**config.mk**
```make
export PLATFORM = sky130hd
export DESIGN_NAME = spcp_control_page
export DESIGN_NICKNAME = d
export VERILOG_FILES = /design/src/design/spcp_pkg.sv /design/src/design/spcp_control_page.sv /design/src/design/spcp_port_apply.sv
export VERILOG_INCLUDE_DIRS = /design/src /design/src/design
export SDC_FILE = /design/constraint.sdc
export NUM_CORES = 1
export LEC_CHECK = 0
export ABC_AREA = 1
export BUFFER_PORTS_ARGS = -buffer_cell sky130_fd_sc_hd__buf_2
export CAP_MARGIN = 20
export CORE_MARGIN = 8
export CORE_UTILIZATION = 29
export CTS_BUF_LIST = sky130_fd_sc_hd__clkbuf_8
export DETAILED_ROUTE_END_ITERATION = 8
export PLACE_DENSITY = 0.53
export SETUP_SLACK_MARGIN = 0.15
export SKIP_CTS_REPAIR_TIMING = 1
export SYNTH_ARGS = -nofsm -noshare
export SYNTH_HDL_FRONTEND = slang
export SYNTH_SLANG_ARGS = --single-unit
```
**constraint.sdc**
```tcl
create_clock -name aclk -period 3.2 [get_ports aclk]
set_clock_uncertainty 0.1 [all_clocks]
set_input_delay 0.16 -clock aclk [delete_from_list [all_inputs] [get_ports aclk]]
set_output_delay 0.16 -clock aclk [all_outputs]
set_load 0.05 [all_outputs]
```
**src/design/spcp_defs.svh**
```systemverilog
// register offsets, field positions, reset values and codes of the page
`ifndef SPCP_DEFS_SVH
`define SPCP_DEFS_SVH

// ==========================================================
// register indices (byte address is four times the index)
`define SPCP_ADDR_W 12
`define SPCP_IDX_W 10
`define SPCP_IDX_OVR_BASE 10'h058
`define SPCP_IDX_RGMII 10'h060
`define SPCP_IDX_WAN_POLL 10'h075
`define SPCP_IDX_MGMT_POLL 10'h078
`define SPCP_IDX_SRST 10'h079
`define SPCP_IDX_PAUSE 10'h080
`define SPCP_NPORTS 6
`define SPCP_TURBO_PORT 5

// ==========================================================
// field positions
`define SPCP_OVR_APPLY 6
`define SPCP_OVR_TXFC 5
`define SPCP_OVR_RXFC 4
`define SPCP_OVR_SPD_HI 3
`define SPCP_OVR_SPD_LO 2
`define SPCP_OVR_DUPLEX 1
`define SPCP_OVR_LINK 0
`define SPCP_RGMII_RXC 1
`define SPCP_RGMII_TXC 0
`define SPCP_SRST_TRIG 7
`define SPCP_SRST_GATE 4
`define SPCP_PAUSE_SKIP 0

// ==========================================================
// reset values and codes
`define SPCP_OVR_RST 7'h0b
`define SPCP_WAN_POLL_RST 5'h15
`define SPCP_MGMT_POLL_RST 5'h18
`define SPCP_SPD_10 2'h0
`define SPCP_SPD_100 2'h1
`define SPCP_SPD_1000 2'h2
`define SPCP_SPD_TURBO 2'h3
`define SPCP_RESP_OKAY 2'h0
`define SPCP_RESP_SLVERR 2'h2

`endif

```
**src/design/spcp_pkg.sv**
```systemverilog
// types of the port control page
`include "spcp_defs.svh"

package spcp_pkg;

  // ==========================================================
  // state of the register bank and its bus slave
  typedef struct packed {
    logic aw_free;
    logic [`SPCP_ADDR_W-1:0] awaddr;
    logic w_free;
    logic [7:0] wdata;
    logic wlane0;
    logic bvalid;
    logic [1:0] bresp;
    logic ar_free;
    logic rvalid;
    logic [1:0] rresp;
    logic [31:0] rdata;
    logic [`SPCP_NPORTS-1:0][6:0] ovr;
    logic rx_delay;
    logic tx_delay;
    logic [4:0] wan_poll;
    logic [4:0] mgmt_poll;
    logic srst_trig;
    logic srst_gate;
    logic pause_skip;
    logic srst_out;
  } spcp_regs_t;

  // ==========================================================
  // state of one port's applied settings
  typedef struct packed {
    logic link;
    logic [1:0] speed;
    logic duplex;
    logic tx_pause;
    logic rx_pause;
    logic turbo;
  } spcp_port_t;

endpackage

```
**src/design/spcp_control_page.sv**
```systemverilog
// port control page: AXI4-Lite register bank and applied port settings
`include "spcp_defs.svh"

module spcp_control_page (
  // clock and reset
  input wire logic aclk,
  input wire logic aresetn,
  // AXI4-Lite write address
  input wire logic awvalid,
  output logic awready,
  input wire logic [`SPCP_ADDR_W-1:0] awaddr,
  input wire logic [2:0] awprot,
  // AXI4-Lite write data
  input wire logic wvalid,
  output logic wready,
  input wire logic [31:0] wdata,
  input wire logic [3:0] wstrb,
  // AXI4-Lite write response
  output logic bvalid,
  input wire logic bready,
  output logic [1:0] bresp,
  // AXI4-Lite read address
  input wire logic arvalid,
  output logic arready,
  input wire logic [`SPCP_ADDR_W-1:0] araddr,
  input wire logic [2:0] arprot,
  // AXI4-Lite read data
  output logic rvalid,
  input wire logic rready,
  output logic [31:0] rdata,
  output logic [1:0] rresp,
  // PHY scan results per port
  input wire logic [`SPCP_NPORTS-1:0] phy_link,
  input wire logic [`SPCP_NPORTS-1:0][1:0] phy_speed,
  input wire logic [`SPCP_NPORTS-1:0] phy_duplex,
  input wire logic [`SPCP_NPORTS-1:0] phy_tx_pause,
  input wire logic [`SPCP_NPORTS-1:0] phy_rx_pause,
  // applied port state
  output logic [`SPCP_NPORTS-1:0] port_link,
  output logic [`SPCP_NPORTS-1:0][1:0] port_speed,
  output logic [`SPCP_NPORTS-1:0] port_duplex,
  output logic [`SPCP_NPORTS-1:0] port_tx_pause,
  output logic [`SPCP_NPORTS-1:0] port_rx_pause,
  output logic turbo_mii_function,
  // management port and scan configuration
  output logic rx_clock_delay_on,
  output logic tx_clock_delay_on,
  output logic [4:0] wan_phy_poll_addr,
  output logic [4:0] mgmt_port_poll_addr,
  // global controls
  output logic soft_reset_active,
  output logic pause_skip_dest_check
);

  spcp_pkg::spcp_regs_t r_ff;
  spcp_pkg::spcp_regs_t nxt_r;

  logic have_aw;
  logic have_w;
  logic do_write;
  logic [`SPCP_ADDR_W-1:0] wr_addr;
  logic [7:0] wr_byte;
  logic wr_lane0;
  logic [`SPCP_IDX_W-1:0] wr_idx;
  logic do_read;
  logic [`SPCP_NPORTS-1:0] turbo_vec;

  // ==========================================================
  // decode helpers
  function automatic logic [`SPCP_IDX_W-1:0] to_idx(
    input logic [`SPCP_ADDR_W-1:0] a
  );
    to_idx = a[`SPCP_ADDR_W-1:2];
  endfunction

  // port number of an override index, or NPORTS when none matches
  function automatic int ovr_port(input logic [`SPCP_IDX_W-1:0] idx);
    ovr_port = `SPCP_NPORTS;
    for (int p = 0; p < `SPCP_NPORTS; p++) begin
      if (idx == `SPCP_IDX_OVR_BASE + `SPCP_IDX_W'(p)) begin
        ovr_port = p;
      end
    end
  endfunction

  // read value of one index; hit low for an unmapped word
  function automatic logic [8:0] read_reg(
    input spcp_pkg::spcp_regs_t s,
    input logic [`SPCP_IDX_W-1:0] idx
  );
    int p;
    p = ovr_port(idx);
    // reserved bits read as zero
    read_reg = {1'b1, 8'h00};
    if (p < `SPCP_NPORTS) begin
      read_reg[6:0] = s.ovr[p];
    end else begin
      case (idx)
        `SPCP_IDX_RGMII: begin
          read_reg[`SPCP_RGMII_RXC] = s.rx_delay;
          read_reg[`SPCP_RGMII_TXC] = s.tx_delay;
        end
        `SPCP_IDX_WAN_POLL: read_reg[4:0] = s.wan_poll;
        `SPCP_IDX_MGMT_POLL: read_reg[4:0] = s.mgmt_poll;
        `SPCP_IDX_SRST: begin
          read_reg[`SPCP_SRST_TRIG] = s.srst_trig;
          read_reg[`SPCP_SRST_GATE] = s.srst_gate;
        end
        `SPCP_IDX_PAUSE: read_reg[`SPCP_PAUSE_SKIP] = s.pause_skip;
        default: read_reg = 9'h000;
      endcase
    end
  endfunction

  // ==========================================================
  // write channel bookkeeping
  assign have_aw = !r_ff.aw_free || awvalid;
  assign have_w = !r_ff.w_free || wvalid;
  assign do_write = have_aw && have_w && !r_ff.bvalid;
  assign wr_addr = r_ff.aw_free ? awaddr : r_ff.awaddr;
  assign wr_byte = r_ff.w_free ? wdata[7:0] : r_ff.wdata;
  assign wr_lane0 = r_ff.w_free ? wstrb[0] : r_ff.wlane0;
  assign wr_idx = to_idx(wr_addr);
  assign do_read = arvalid && r_ff.ar_free;

  // ==========================================================
  // next state
  always_comb begin
    int p;
    logic [8:0] rd;
    logic hit;
    p = ovr_port(wr_idx);
    rd = read_reg(r_ff, to_idx(araddr));
    hit = 1'b0;
    nxt_r = r_ff;
    if (r_ff.aw_free && awvalid) begin
      nxt_r.aw_free = 1'b0;
      nxt_r.awaddr = awaddr;
    end
    if (r_ff.w_free && wvalid) begin
      nxt_r.w_free = 1'b0;
      nxt_r.wdata = wdata[7:0];
      nxt_r.wlane0 = wstrb[0];
    end
    if (do_write) begin
      // reserved bits are not stored, so whatever software writes there
      // has no effect
      if (p < `SPCP_NPORTS) begin
        hit = 1'b1;
        if (wr_lane0) begin
          nxt_r.ovr[p] = wr_byte[6:0];
        end
      end else begin
        hit = 1'b1;
        case (wr_idx)
          `SPCP_IDX_RGMII: if (wr_lane0) begin
            nxt_r.rx_delay = wr_byte[`SPCP_RGMII_RXC];
            nxt_r.tx_delay = wr_byte[`SPCP_RGMII_TXC];
          end
          `SPCP_IDX_WAN_POLL: if (wr_lane0) begin
            nxt_r.wan_poll = wr_byte[4:0];
          end
          `SPCP_IDX_MGMT_POLL: if (wr_lane0) begin
            nxt_r.mgmt_poll = wr_byte[4:0];
          end
          `SPCP_IDX_SRST: if (wr_lane0) begin
            // level bit: held until software writes it back to 0
            nxt_r.srst_trig = wr_byte[`SPCP_SRST_TRIG];
            nxt_r.srst_gate = wr_byte[`SPCP_SRST_GATE];
          end
          `SPCP_IDX_PAUSE: if (wr_lane0) begin
            nxt_r.pause_skip = wr_byte[`SPCP_PAUSE_SKIP];
          end
          default: hit = 1'b0;
        endcase
      end
      nxt_r.aw_free = 1'b0;
      nxt_r.w_free = 1'b0;
      nxt_r.bvalid = 1'b1;
      nxt_r.bresp = hit ? `SPCP_RESP_OKAY : `SPCP_RESP_SLVERR;
    end else if (r_ff.bvalid && bready) begin
      nxt_r.bvalid = 1'b0;
      nxt_r.aw_free = 1'b1;
      nxt_r.w_free = 1'b1;
    end
    if (do_read) begin
      nxt_r.ar_free = 1'b0;
      nxt_r.rvalid = 1'b1;
      nxt_r.rdata = {24'h000000, rd[7:0]};
      nxt_r.rresp = rd[8] ? `SPCP_RESP_OKAY : `SPCP_RESP_SLVERR;
    end else if (r_ff.rvalid && rready) begin
      nxt_r.rvalid = 1'b0;
      nxt_r.ar_free = 1'b1;
    end
    nxt_r.srst_out = r_ff.srst_trig && r_ff.srst_gate;
  end

  always_ff @(posedge aclk) begin
    if (!aresetn) begin
      r_ff <= '0;
      r_ff.aw_free <= 1'b1;
      r_ff.w_free <= 1'b1;
      r_ff.ar_free <= 1'b1;
      for (int i = 0; i < `SPCP_NPORTS; i++) begin
        r_ff.ovr[i] <= `SPCP_OVR_RST;
      end
      r_ff.wan_poll <= `SPCP_WAN_POLL_RST;
      r_ff.mgmt_poll <= `SPCP_MGMT_POLL_RST;
    end else begin
      r_ff <= nxt_r;
    end
  end

  // ==========================================================
  // per-port selection
  for (genvar g = 0; g < `SPCP_NPORTS; g++) begin : g_port
    spcp_port_apply #(
      .TURBO_CAPABLE(g == `SPCP_TURBO_PORT)
    ) u_port (
      .aclk(aclk),
      .aresetn(aresetn),
      .ovr_cfg(r_ff.ovr[g]),
      .phy_link(phy_link[g]),
      .phy_speed(phy_speed[g]),
      .phy_duplex(phy_duplex[g]),
      .phy_tx_pause(phy_tx_pause[g]),
      .phy_rx_pause(phy_rx_pause[g]),
      .eff_link(port_link[g]),
      .eff_speed(port_speed[g]),
      .eff_duplex(port_duplex[g]),
      .eff_tx_pause(port_tx_pause[g]),
      .eff_rx_pause(port_rx_pause[g]),
      .turbo_mii_function(turbo_vec[g])
    );
  end

  assign turbo_mii_function = turbo_vec[`SPCP_TURBO_PORT];

  // ==========================================================
  // outputs
  assign awready = r_ff.aw_free;
  assign wready = r_ff.w_free;
  assign bvalid = r_ff.bvalid;
  assign bresp = r_ff.bresp;
  assign arready = r_ff.ar_free;
  assign rvalid = r_ff.rvalid;
  assign rdata = r_ff.rdata;
  assign rresp = r_ff.rresp;
  assign rx_clock_delay_on = r_ff.rx_delay;
  assign tx_clock_delay_on = r_ff.tx_delay;
  assign wan_phy_poll_addr = r_ff.wan_poll;
  assign mgmt_port_poll_addr = r_ff.mgmt_poll;
  assign soft_reset_active = r_ff.srst_out;
  assign pause_skip_dest_check = r_ff.pause_skip;

  // ==========================================================
  // checks
  a_srst_gated: assert property (@(posedge aclk) disable iff (!aresetn)
    soft_reset_active == $past(r_ff.srst_trig && r_ff.srst_gate))
    else $error("soft reset not gated by its enable");
  a_srst_holds: assert property (@(posedge aclk) disable iff (!aresetn)
    (r_ff.srst_trig && !do_write) |=> r_ff.srst_trig)
    else $error("soft reset bit cleared itself");
  a_delay_write: assert property (@(posedge aclk) disable iff (!aresetn)
    (do_write && wr_lane0 && wr_idx == `SPCP_IDX_RGMII) |=>
    ##1 (rx_clock_delay_on == $past(wr_byte[`SPCP_RGMII_RXC], 2)) &&
        (tx_clock_delay_on == $past(wr_byte[`SPCP_RGMII_TXC], 2)))
    else $error("clock delay bits not written");
  a_poll_write: assert property (@(posedge aclk) disable iff (!aresetn)
    (do_write && wr_lane0 && wr_idx == `SPCP_IDX_WAN_POLL) |=>
    wan_phy_poll_addr == $past(wr_byte[4:0]))
    else $error("wan poll address not written");
  a_pause_write: assert property (@(posedge aclk) disable iff (!aresetn)
    (do_write && wr_lane0 && wr_idx == `SPCP_IDX_PAUSE) |=>
    pause_skip_dest_check == $past(wr_byte[`SPCP_PAUSE_SKIP]))
    else $error("pause option not written");
  a_top_port_byte: assert property (@(posedge aclk) disable iff (!aresetn)
    (do_write && wr_lane0 &&
     wr_idx == `SPCP_IDX_OVR_BASE + `SPCP_IDX_W'(`SPCP_NPORTS - 1)) |=>
    r_ff.ovr[`SPCP_NPORTS-1] == $past(wr_byte[6:0]))
    else $error("last port override byte misplaced");
  a_bresp_hold: assert property (@(posedge aclk) disable iff (!aresetn)
    (bvalid && !bready) |=> bvalid && $stable(bresp))
    else $error("write response dropped early");
  a_read_answer: assert property (@(posedge aclk) disable iff (!aresetn)
    do_read |=> rvalid && !arready)
    else $error("read not answered next cycle");

endmodule // spcp_control_page

```
**src/design/spcp_port_apply.sv**
```systemverilog
// one port: picks software override or PHY results, registered
`include "spcp_defs.svh"

module spcp_port_apply #(
  parameter bit TURBO_CAPABLE = 1'b0
) (
  // clock and reset
  input wire logic aclk,
  input wire logic aresetn,
  // software override byte
  input wire logic [6:0] ovr_cfg,
  // results of the PHY scan
  input wire logic phy_link,
  input wire logic [1:0] phy_speed,
  input wire logic phy_duplex,
  input wire logic phy_tx_pause,
  input wire logic phy_rx_pause,
  // applied port state
  output logic eff_link,
  output logic [1:0] eff_speed,
  output logic eff_duplex,
  output logic eff_tx_pause,
  output logic eff_rx_pause,
  output logic turbo_mii_function
);

  spcp_pkg::spcp_port_t st_ff;
  spcp_pkg::spcp_port_t nxt_st;
  logic apply;
  logic [1:0] ovr_speed;

  assign apply = ovr_cfg[`SPCP_OVR_APPLY];
  assign ovr_speed = ovr_cfg[`SPCP_OVR_SPD_HI:`SPCP_OVR_SPD_LO];

  // ==========================================================
  // selection
  always_comb begin
    nxt_st = st_ff;
    if (apply) begin
      nxt_st.link = ovr_cfg[`SPCP_OVR_LINK];
      nxt_st.duplex = ovr_cfg[`SPCP_OVR_DUPLEX];
      nxt_st.speed = ovr_speed;
      nxt_st.tx_pause = ovr_cfg[`SPCP_OVR_TXFC];
      nxt_st.rx_pause = ovr_cfg[`SPCP_OVR_RXFC];
      // only the turbo-capable port turns code 11 into 200 Mbps
      nxt_st.turbo = TURBO_CAPABLE && (ovr_speed == `SPCP_SPD_TURBO);
    end else begin
      nxt_st.link = phy_link;
      nxt_st.duplex = phy_duplex;
      nxt_st.speed = phy_speed;
      nxt_st.tx_pause = phy_tx_pause;
      nxt_st.rx_pause = phy_rx_pause;
      nxt_st.turbo = 1'b0;
    end
  end

  always_ff @(posedge aclk) begin
    if (!aresetn) begin
      st_ff <= '0;
    end else begin
      st_ff <= nxt_st;
    end
  end

  assign eff_link = st_ff.link;
  assign eff_speed = st_ff.speed;
  assign eff_duplex = st_ff.duplex;
  assign eff_tx_pause = st_ff.tx_pause;
  assign eff_rx_pause = st_ff.rx_pause;
  assign turbo_mii_function = st_ff.turbo;

  // ==========================================================
  // checks
  a_ovr_link_duplex: assert property (@(posedge aclk) disable iff (!aresetn)
    apply |=> (eff_link == $past(ovr_cfg[`SPCP_OVR_LINK])) &&
              (eff_duplex == $past(ovr_cfg[`SPCP_OVR_DUPLEX])))
    else $error("override link or duplex not applied");
  a_ovr_pause: assert property (@(posedge aclk) disable iff (!aresetn)
    apply |=> (eff_tx_pause == $past(ovr_cfg[`SPCP_OVR_TXFC])) &&
              (eff_rx_pause == $past(ovr_cfg[`SPCP_OVR_RXFC])))
    else $error("override flow control not applied");
  a_ovr_speed: assert property (@(posedge aclk) disable iff (!aresetn)
    apply |=> eff_speed == $past(ovr_speed))
    else $error("override speed not applied");
  a_turbo_only: assert property (@(posedge aclk) disable iff (!aresetn)
    turbo_mii_function |-> TURBO_CAPABLE && $past(apply) &&
                           eff_speed == `SPCP_SPD_TURBO)
    else $error("turbo mode without its cause");
  a_phy_pass: assert property (@(posedge aclk) disable iff (!aresetn)
    !apply |=> (eff_link == $past(phy_link)) &&
               (eff_speed == $past(phy_speed)) && !turbo_mii_function)
    else $error("phy results not passed through");

endmodule // spcp_port_apply

```
==> summary.txt, run 1 <==
Placement
  – Dpl ws: 914.9 ps
  – Final GP Congestion: around 0.86
  – Placed inst area: ~0.0071 sq mm
  – Port Buf Inserts: 137
  – Hpwl dp: 15.97 mm
  – Placed insts: ~1300

Detailed routing
  – DRC viols: 0
  – Antenna viol nets, final: 0
  – WL per Instance: 15.39 microns
  – Post-DR vias/cell: around 4.6
  – Detailed Route Iter0 Violations: about 400
  – Final WL: ~22 mm
  – Vias: approximately 6600
  – DRT Pass-1 Iters: 6

Logic synthesis
  – Top_reg_cell synth: dfxtp_1
  – Share of the synthesized area in the top cell type: 38.73%
  – YS warnings: 0
  – Cells after Synth: slightly below 1000
  – Syn_area_per_cell: approximately 7 sq um
  – Top post-synthesis cells by area: dfxtp_1 (39%), nand2_1 (13%), buf_4 (8.3%)
  – Sequential share of the synthesized area: between 30 and 40%
  – Number of synthesized register bits: 129
  – Cell accounting for the most synthesized area: dfxtp_1
  – Netlist cell types: 33
  – Syn Std Cell Area: about 0.0067 sq mm
  – Asr flop ratio synth: 0%
  – Post-synth EDFFs: 0

Worst setup path
  – Bufs and invs on worst path: 1
  – Most used cell, CP: nand2_1
  – Crit Path Max Fanout: 21
  – Critical Path Max Stage Delay: around 790 ps
  – CP Cell Sequence: buf_4, nand2_1, nand2_1, o2111ai_1, nand3_1, nand2_1, nand3_1
  – Crit path kind: reg2reg
  – Worst EP required: roughly 3400 ps
  – R2R Setup Slk: between 900 and 1000 ps
  – Worst path slowest cell: o2111ai_1
  – CP arrival: around 2500 ps
  – Setup crit end kind: register
  – Family with the most delay on the worst path: compound AO/OA/AOI/OAI gates
  – Critical Path Start Type: register

Global routing
  – GRT Max-Usage Layer: met2
  – Number of global-route vias before repair: 6101
  – Total gr overflow: 0
  – Initial antenna violation count: 0
  – Grt met3 use: under 10%
  – First-pass GRT wire length: approximately 33 mm
  – Met2 GRT Util: between 20% and 30%
  – Met1 usage: 18.21%
  – Total track usage: between 10% and 20%
  – Largest net degree at the start of global routing: 70

Power
  – Seq pwr share: roughly 44%
  – Sw Pwr: 1.242 mW
  – Clock share of power: roughly two fifths
  – VDD IR-drop max: 0.2155 mV
  – Static Leak: approximately 4 nW
  – Pint: about 2.6 mW
  – Switching Fraction: between 30 and 40%
  – Power Dens Cells: 465.0 mW/mm^2
  – Combinational Power Share: about 18%

Timing
  – RSZ-0062 raised after global routing: no
  – Rel. slew slack: about 40%
  – Fin Setup TNS: 0 ps
  – Final setup viols: 0
  – Final setup slack of the worst path: slightly above 900 ps
  – Max Slew Vio Count: 0
  – WHS: 69.50 ps
  – Highest Clock Rate: between 400 and 500 MHz
  – Least-Margin Pin Slew: about 890 ps
  – Hold Fails Final Rpt: 0
  – Fin crit period: roughly 2300 ps
  – Period Utilization, post-route: between 70% and 80%

Clocking
  – Max Buffers Root-to-Sink: 2
  – H-tree levels: 4
  – Root Driver: clkbuf_8
  – Worst skew pair latency: about 460 ps
  – CTS buffer count: 17
  – Clock sinks: 129
  – TritonCTS clock tree: built
  – Clock transition at path regs: ~90 ps

Layout
  – Ant. Diodes: 0
  – Final std cells w/o fill: around 1400
  – Final nets: approximately 1200
  – Fin area: 0.008212 sq mm
  – Area Growth Syn to Fin: 23.16%
  – Share of layout cells above drive strength 1: a little under a fifth

Floorplan
  – Rows: 55
  – Initial Utilization: around 29%
  – Die Ht: between 150 and 200 microns
  – DIE WIDTH: 167.6 microns
  – Ports: 201
  – Core ar.: 0.02264 sq mm
  – Die Footprint: 0.02810 sq mm

Status
  – Outcome: completed

Flow run
  – Max cap viols: 0

Worst hold path
  – Worst Hold Class: in2reg
==> per-stage QoR <==
stage / util, % / power [mW]
after floorplan: - / 2.223
after global placement: 31.53 / 2.335
after global routing: 36.27 / 3.988
after detailed placement: 31.53 / 2.338
after CTS: 33.31 / 3.792
final: 36.27 / 3.818
==> sequential cells by signal (all words and copies together), names as in the netlist, 5 cells and up <==
| signal | flops |
|---|---|
| rdata | 8 |
| g_port.u_port.eff_link | 6 |
| wan_phy_poll_addr | 5 |
| r_ff | 63 |
| g_port.u_port.eff_tx_pause | 6 |
| mgmt_port_poll_addr | 5 |
| g_port.u_port.eff_rx_pause | 6 |
| g_port.u_port.eff_duplex | 6 |
| g_port.u_port.eff_speed | 12 |
==> final timing paths <==
kind         cells after the start                           to  startpoint
min                              3  g_port[4].u_port.eff_duplex     aresetn
max reg2reg                      7         wan_phy_poll_addr[0]     awready
min reg2reg                      2                    r_ff[104]   r_ff[104]
max                              7         wan_phy_poll_addr[0]     awready
==> worst reg2reg max path, cell delays in order (launching register included) <==
cell	delay, ps
dfxtp_1	320
buf_4	200
nand2_1	90
nand2_1	170
o2111ai_1	790
nand3_1	280
nand2_1	130
nand3_1	60
==> layer usage <==
layer	up-vias	share of wire, %
met3	25	5.6
met4	0	1.3
met5	-	0
met2	185	49
li1	3371	-
met1	2988	44
==> cells in the mapped netlist, types with 2 or more instances <==
| cell | number |
|---|---|
| or2_2 | 7 |
| nand3_1 | 73 |
| nand4_1 | 35 |
| o211ai_2 | 2 |
| o211ai_1 | 5 |
| nor2_2 | 4 |
| a21oi_1 | 77 |
| dfxtp_1 | 129 |
| clkbuf_1 | 24 |
| a211oi_1 | 2 |
| buf_2 | 10 |
| nor2_4 | 3 |
| nand3_2 | 5 |
| nand2_2 | 2 |
| nor2_1 | 100 |
| buf_6 | 3 |
| clkinv_1 | 3 |
| o2111ai_1 | 3 |
| o21ai_0 | 73 |
| inv_1 | 85 |
| nand2_1 | 237 |
| nor3_1 | 5 |
| o21ai_1 | 7 |
| inv_2 | 2 |
| buf_4 | 74 |
==> power groups by stage <==
| stage | clock [mW] | combinational (mW) | sequential (mW) |
|---|---|---|---|
| global route | 1.55 | 0.747 | 1.69 |
| finish | 1.45 | 0.685 | 1.68 |
| floorplan | 0 | 0.459 | 1.76 |
| CTS | 1.49 | 0.621 | 1.68 |
| detailed placement | 0 | 0.620 | 1.72 |
| global placement | 0 | 0.618 | 1.72 |
==> kinds of logic (layout without fill, tap and decap cells) <==
| group | Yosys count | in the layout | synth area share (%) |
|---|---|---|---|
| other | 1 | 26 | 0.05624 |
| AND/OR/NAND/NOR | 475 | 475 | 31.62 |
| AO/OA/AOI/OAI | 171 | 171 | 13.53 |
| flip-flops | 129 | 129 | 38.73 |
| buffers and inverters | 202 | 335 | 16.06 |
==> final cells by class <==
type,instances,area [sq um]
Clock inverter,14,155.1
Timing Repair Buffer,213,1424
Multi-Input combinational cell,672,3108
Tap cell,285,356.6
Clock buffer,18,247.7
Sequential cell,129,2582
Inverter,90,337.8
Fill cell,2475,14430
==> cell usage in the layout (no fill, tap or decap), drive strengths merged, types with 10 or more instances in the layout <==
| cell type | instances |
|---|---|
| dlygate4sd3 | 67 |
| conb | 26 |
| clkinv | 10 |
| o21ai | 80 |
| nand3 | 78 |
| buf | 146 |
| nor2 | 108 |
| nand2 | 240 |
| clkbuf | 18 |
| nand4 | 36 |
| inv | 91 |
| dfxtp | 129 |
| a21oi | 77 |
Power figures use the tool's default switching activity.
==> run 2: changes to the inputs <==
Settings changed: ABC_AREA 1 to 0.
Clock period 3.2 ns to 2.3 ns, I/O delays scaled along.
==> summary.txt, run 2 <==
Logic synthesis
  – Netlist cell types: 60 (+82%)
  – Sequential share of the synthesized area: 39.73% (+1.0 points)
  – Cell accounting for the most synthesized area: dfxtp_1
  – Top post-synthesis cells by area: dfxtp_1 (40%), mux2i_1 (15%), buf_4 (8.2%)
  – Post-synth EDFFs: 0 (unchanged)
  – Most common library cells after synthesis: dfxtp_1 (129), nand2_1 (100), mux2i_1 (97), buf_4 (71), nor2b_1 (53)
  – Top_reg_cell synth: dfxtp_1
  – Number of synthesized register bits: 129 (unchanged)
  – Asr flop ratio synth: 0% (unchanged)
  – Syn Std Cell Area: 0.006500 sq mm (-2.5%)
  – Syn_area_per_cell: 9.601 sq um (+41%)
  – Most numerous cell in the Yosys netlist: dfxtp_1
  – Share of the synthesized area in the top cell type: 39.73% (+1.0 points)
  – Cells after Synth: 677 (-31%)
  – YS warnings: 0 (unchanged)

Global routing
  – Initial antenna violation count: 6 (+6)
  – Number of global-route vias before repair: 5028 (-18%)
  – First-pass GRT wire length: 29.66 mm (-11%)
  – Total track usage: 13.68% (-1.3 points)
  – Largest net degree at the start of global routing: 47 (-33%)
  – Total gr overflow: 0 (unchanged)

Detailed routing
  – Detailed Route Iter0 Violations: 255 (-38%)
  – Post-DR vias/cell: 4.512 (-2.4%)
  – Final WL: 19.59 mm (-10%)
  – Antenna viol nets, final: 0 (unchanged)
  – DRT Pass-1 Iters: 4 (-2)
  – DRC viols: 0 (unchanged)
  – Vias: 5139 (-22%)
  – WL per Instance: 17.20 microns (+12%)

Layout
  – Layout fillers: 2215 (-11%)
  – Top reg by flops: r_ff
  – Share of layout cells above drive strength 1: 29.75% (+12 points)
  – Final nets: 953 (-23%)
  – Area Growth Syn to Fin: 28.84%
  – Most common cell after layout, fill and taps aside: buf_2
  – Fin area: 0.008374 sq mm (+2.0%)
  – Largest register FFs: 63 (unchanged)
  – Final std cells w/o fill: 1139 (-20%)
  – Most frequent cells in the layout: buf_2 (136), dfxtp_1 (127), nand2_1 (100)
  – Post-layout util: 38.25% (+2.0 points)

Worst setup path
  – Setup crit end kind: register
  – Worst EP required: 2530 ps (-880 ps)
  – CP arrival: 2430 ps (-60 ps)
  – Worst reg2reg startpoint: awready
  – R2R Setup Slk: 110 ps (-810 ps)
  – FF-to-FF End: r_ff[51]
  – Critical Path Start Type: register
  – Crit Path Max Fanout: 10 (-52%)
  – Crit path kind: reg2reg
  – FF-to-FF path depth: 7 (unchanged)

Timing
  – Final setup viols: 0 (unchanged)
  – Hold Fails Final Rpt: 0 (unchanged)
  – Fin Setup TNS: 0 ps (unchanged)
  – Period Utilization, post-route: 95.25% (+24 points)
  – RSZ-0062 raised after global routing: yes
  – Max Slew Vio Count: 0 (unchanged)
  – Highest Clock Rate: 456.5 MHz (+4.0%)
  – Fin crit period: 2191 ps (-87.10 ps)

Floorplan
  – DIE WIDTH: 165.7 microns (-1.1%)
  – Core ar.: 0.02189 sq mm (-3.3%)
  – Rows: 54 (-1.8%)
  – Ports: 201 (unchanged)
  – Die Footprint: 0.02746 sq mm (-2.3%)
  – Initial Utilization: 29.69% (+0.24 points)
  – Die Ht: 165.7 microns (-1.1%)

Placement
  – Placed insts: 1043 (-21%)
  – Placed inst area: 0.007249 sq mm (+1.6%)
  – Final GP Congestion: 0.8196 (-4.7%)
  – Hpwl dp: 14.41 mm (-9.8%)
  – Port Buf Inserts: 137 (unchanged)

Worst hold path
  – WHS Endpoint: bvalid
  – Worst Hold Depth: 2 (-1)
  – Hold path start: aresetn
  – Worst Hold Class: in2reg

Clocking
  – TritonCTS clock tree: built
  – CTS buffer count: 17 (unchanged)
  – Worst skew pair latency: 450 ps (about the same)
  – H-tree levels: 4 (unchanged)
  – Root Driver: clkbuf_8
  – Clock transition at path regs: 80 ps (about the same)
  – Clock sinks: 129 (unchanged)
  – Max Buffers Root-to-Sink: 2 (unchanged)

Power
  – Static Leak: 3.286 nW (-15%)
  – Power Dens Cells: 652.6 mW/mm^2 (+40%)
  – VDD IR-drop max: 0.3115 mV (+45%)
  – Overall Power: 5.465 mW (+43%)

Status
  – Outcome: completed

Flow run
  – Max cap viols: 0 (unchanged)
-- run 2: cell count changes after synthesis, moves of 32 or more --
cell     delta
o21ai_0    -64
nand2_1   -137
nor2b_1    +53
nor2_1     -86
mux2i_1    +97
nand3_1    -57
inv_1      -81
a21oi_1    -64
nand4_1    -32
-- run 2: final cells by class --
type,instances,area (sq um),share of cell area (%)
Multi-Input combinational cell,465,3412,40.74
Sequential cell,129,2587,30.90
Timing Repair Buffer,227,1564,18.68
Tap cell,280,350.3,4.183
Clock buffer,17,234.0,2.794
Clock inverter,15,206.4,2.465
Inverter,4,15.01,0.1793
Antenna cell,2,5.005,0.05976
-- run 2: routing by layer --
layer / vias up / track usage (%) / part of all wire (%) / wire length, microns
met5: - / 0 / 0.18 / 36
met2: 122 / 21.11 / 45 / 8892
met4: 8 / 4.663 / 1.3 / 257
met3: 20 / 4.969 / 5.7 / 1123
li1: 2604 / - / - / -
met1: 2385 / 17.28 / 47 / 9279
-- run 2: worst max-delay path, cell delays in order (launching register included) --
cell and delay [ps]:
dfxtp_4 400, or3b_4 420, a222oi_1 350, buf_4 180, and4_4 230, buf_12 130
mux2i_1 180, nand2_1 70
-- run 2: worst max path at each step --
stage                       start              endpoint  slack, ps
after global placement    awready              r_ff[45]         90
after floorplan           awready  wan_phy_poll_addr[0]         90
after detailed placement  awready              r_ff[51]         80
final                     awready              r_ff[51]        110
after global routing      awready              r_ff[51]         10
after CTS                 awready              r_ff[51]         60
-- run 2: kinds of logic after synthesis --
family          after synthesis  synth area share [%]
compound gates               70                 7.584
buf+inv                     108                 10.51
flops                       129                 39.73
mux                         122                 20.13
other cells                   1               0.05769
simple gates                247                 21.98
-- run 2: metrics by stage --
step	setup slack [ps]	hold slack [ps]
floorplan	90.80	159.9
global placement	88.96	268.0
detailed placement	79.35	276.5
CTS	60.13	-220.0
global route	9.670	15.44
finish	109.2	25.55
-- run 2: power by group --
| group | total (mW) | internal, mW | switching [mW] |
|---|---|---|---|
| registers | 2.34 | 2.31 | 0.0333 |
| logic | 0.926 | 0.308 | 0.617 |
| clock network | 2.20 | 1.20 | 1.01 |
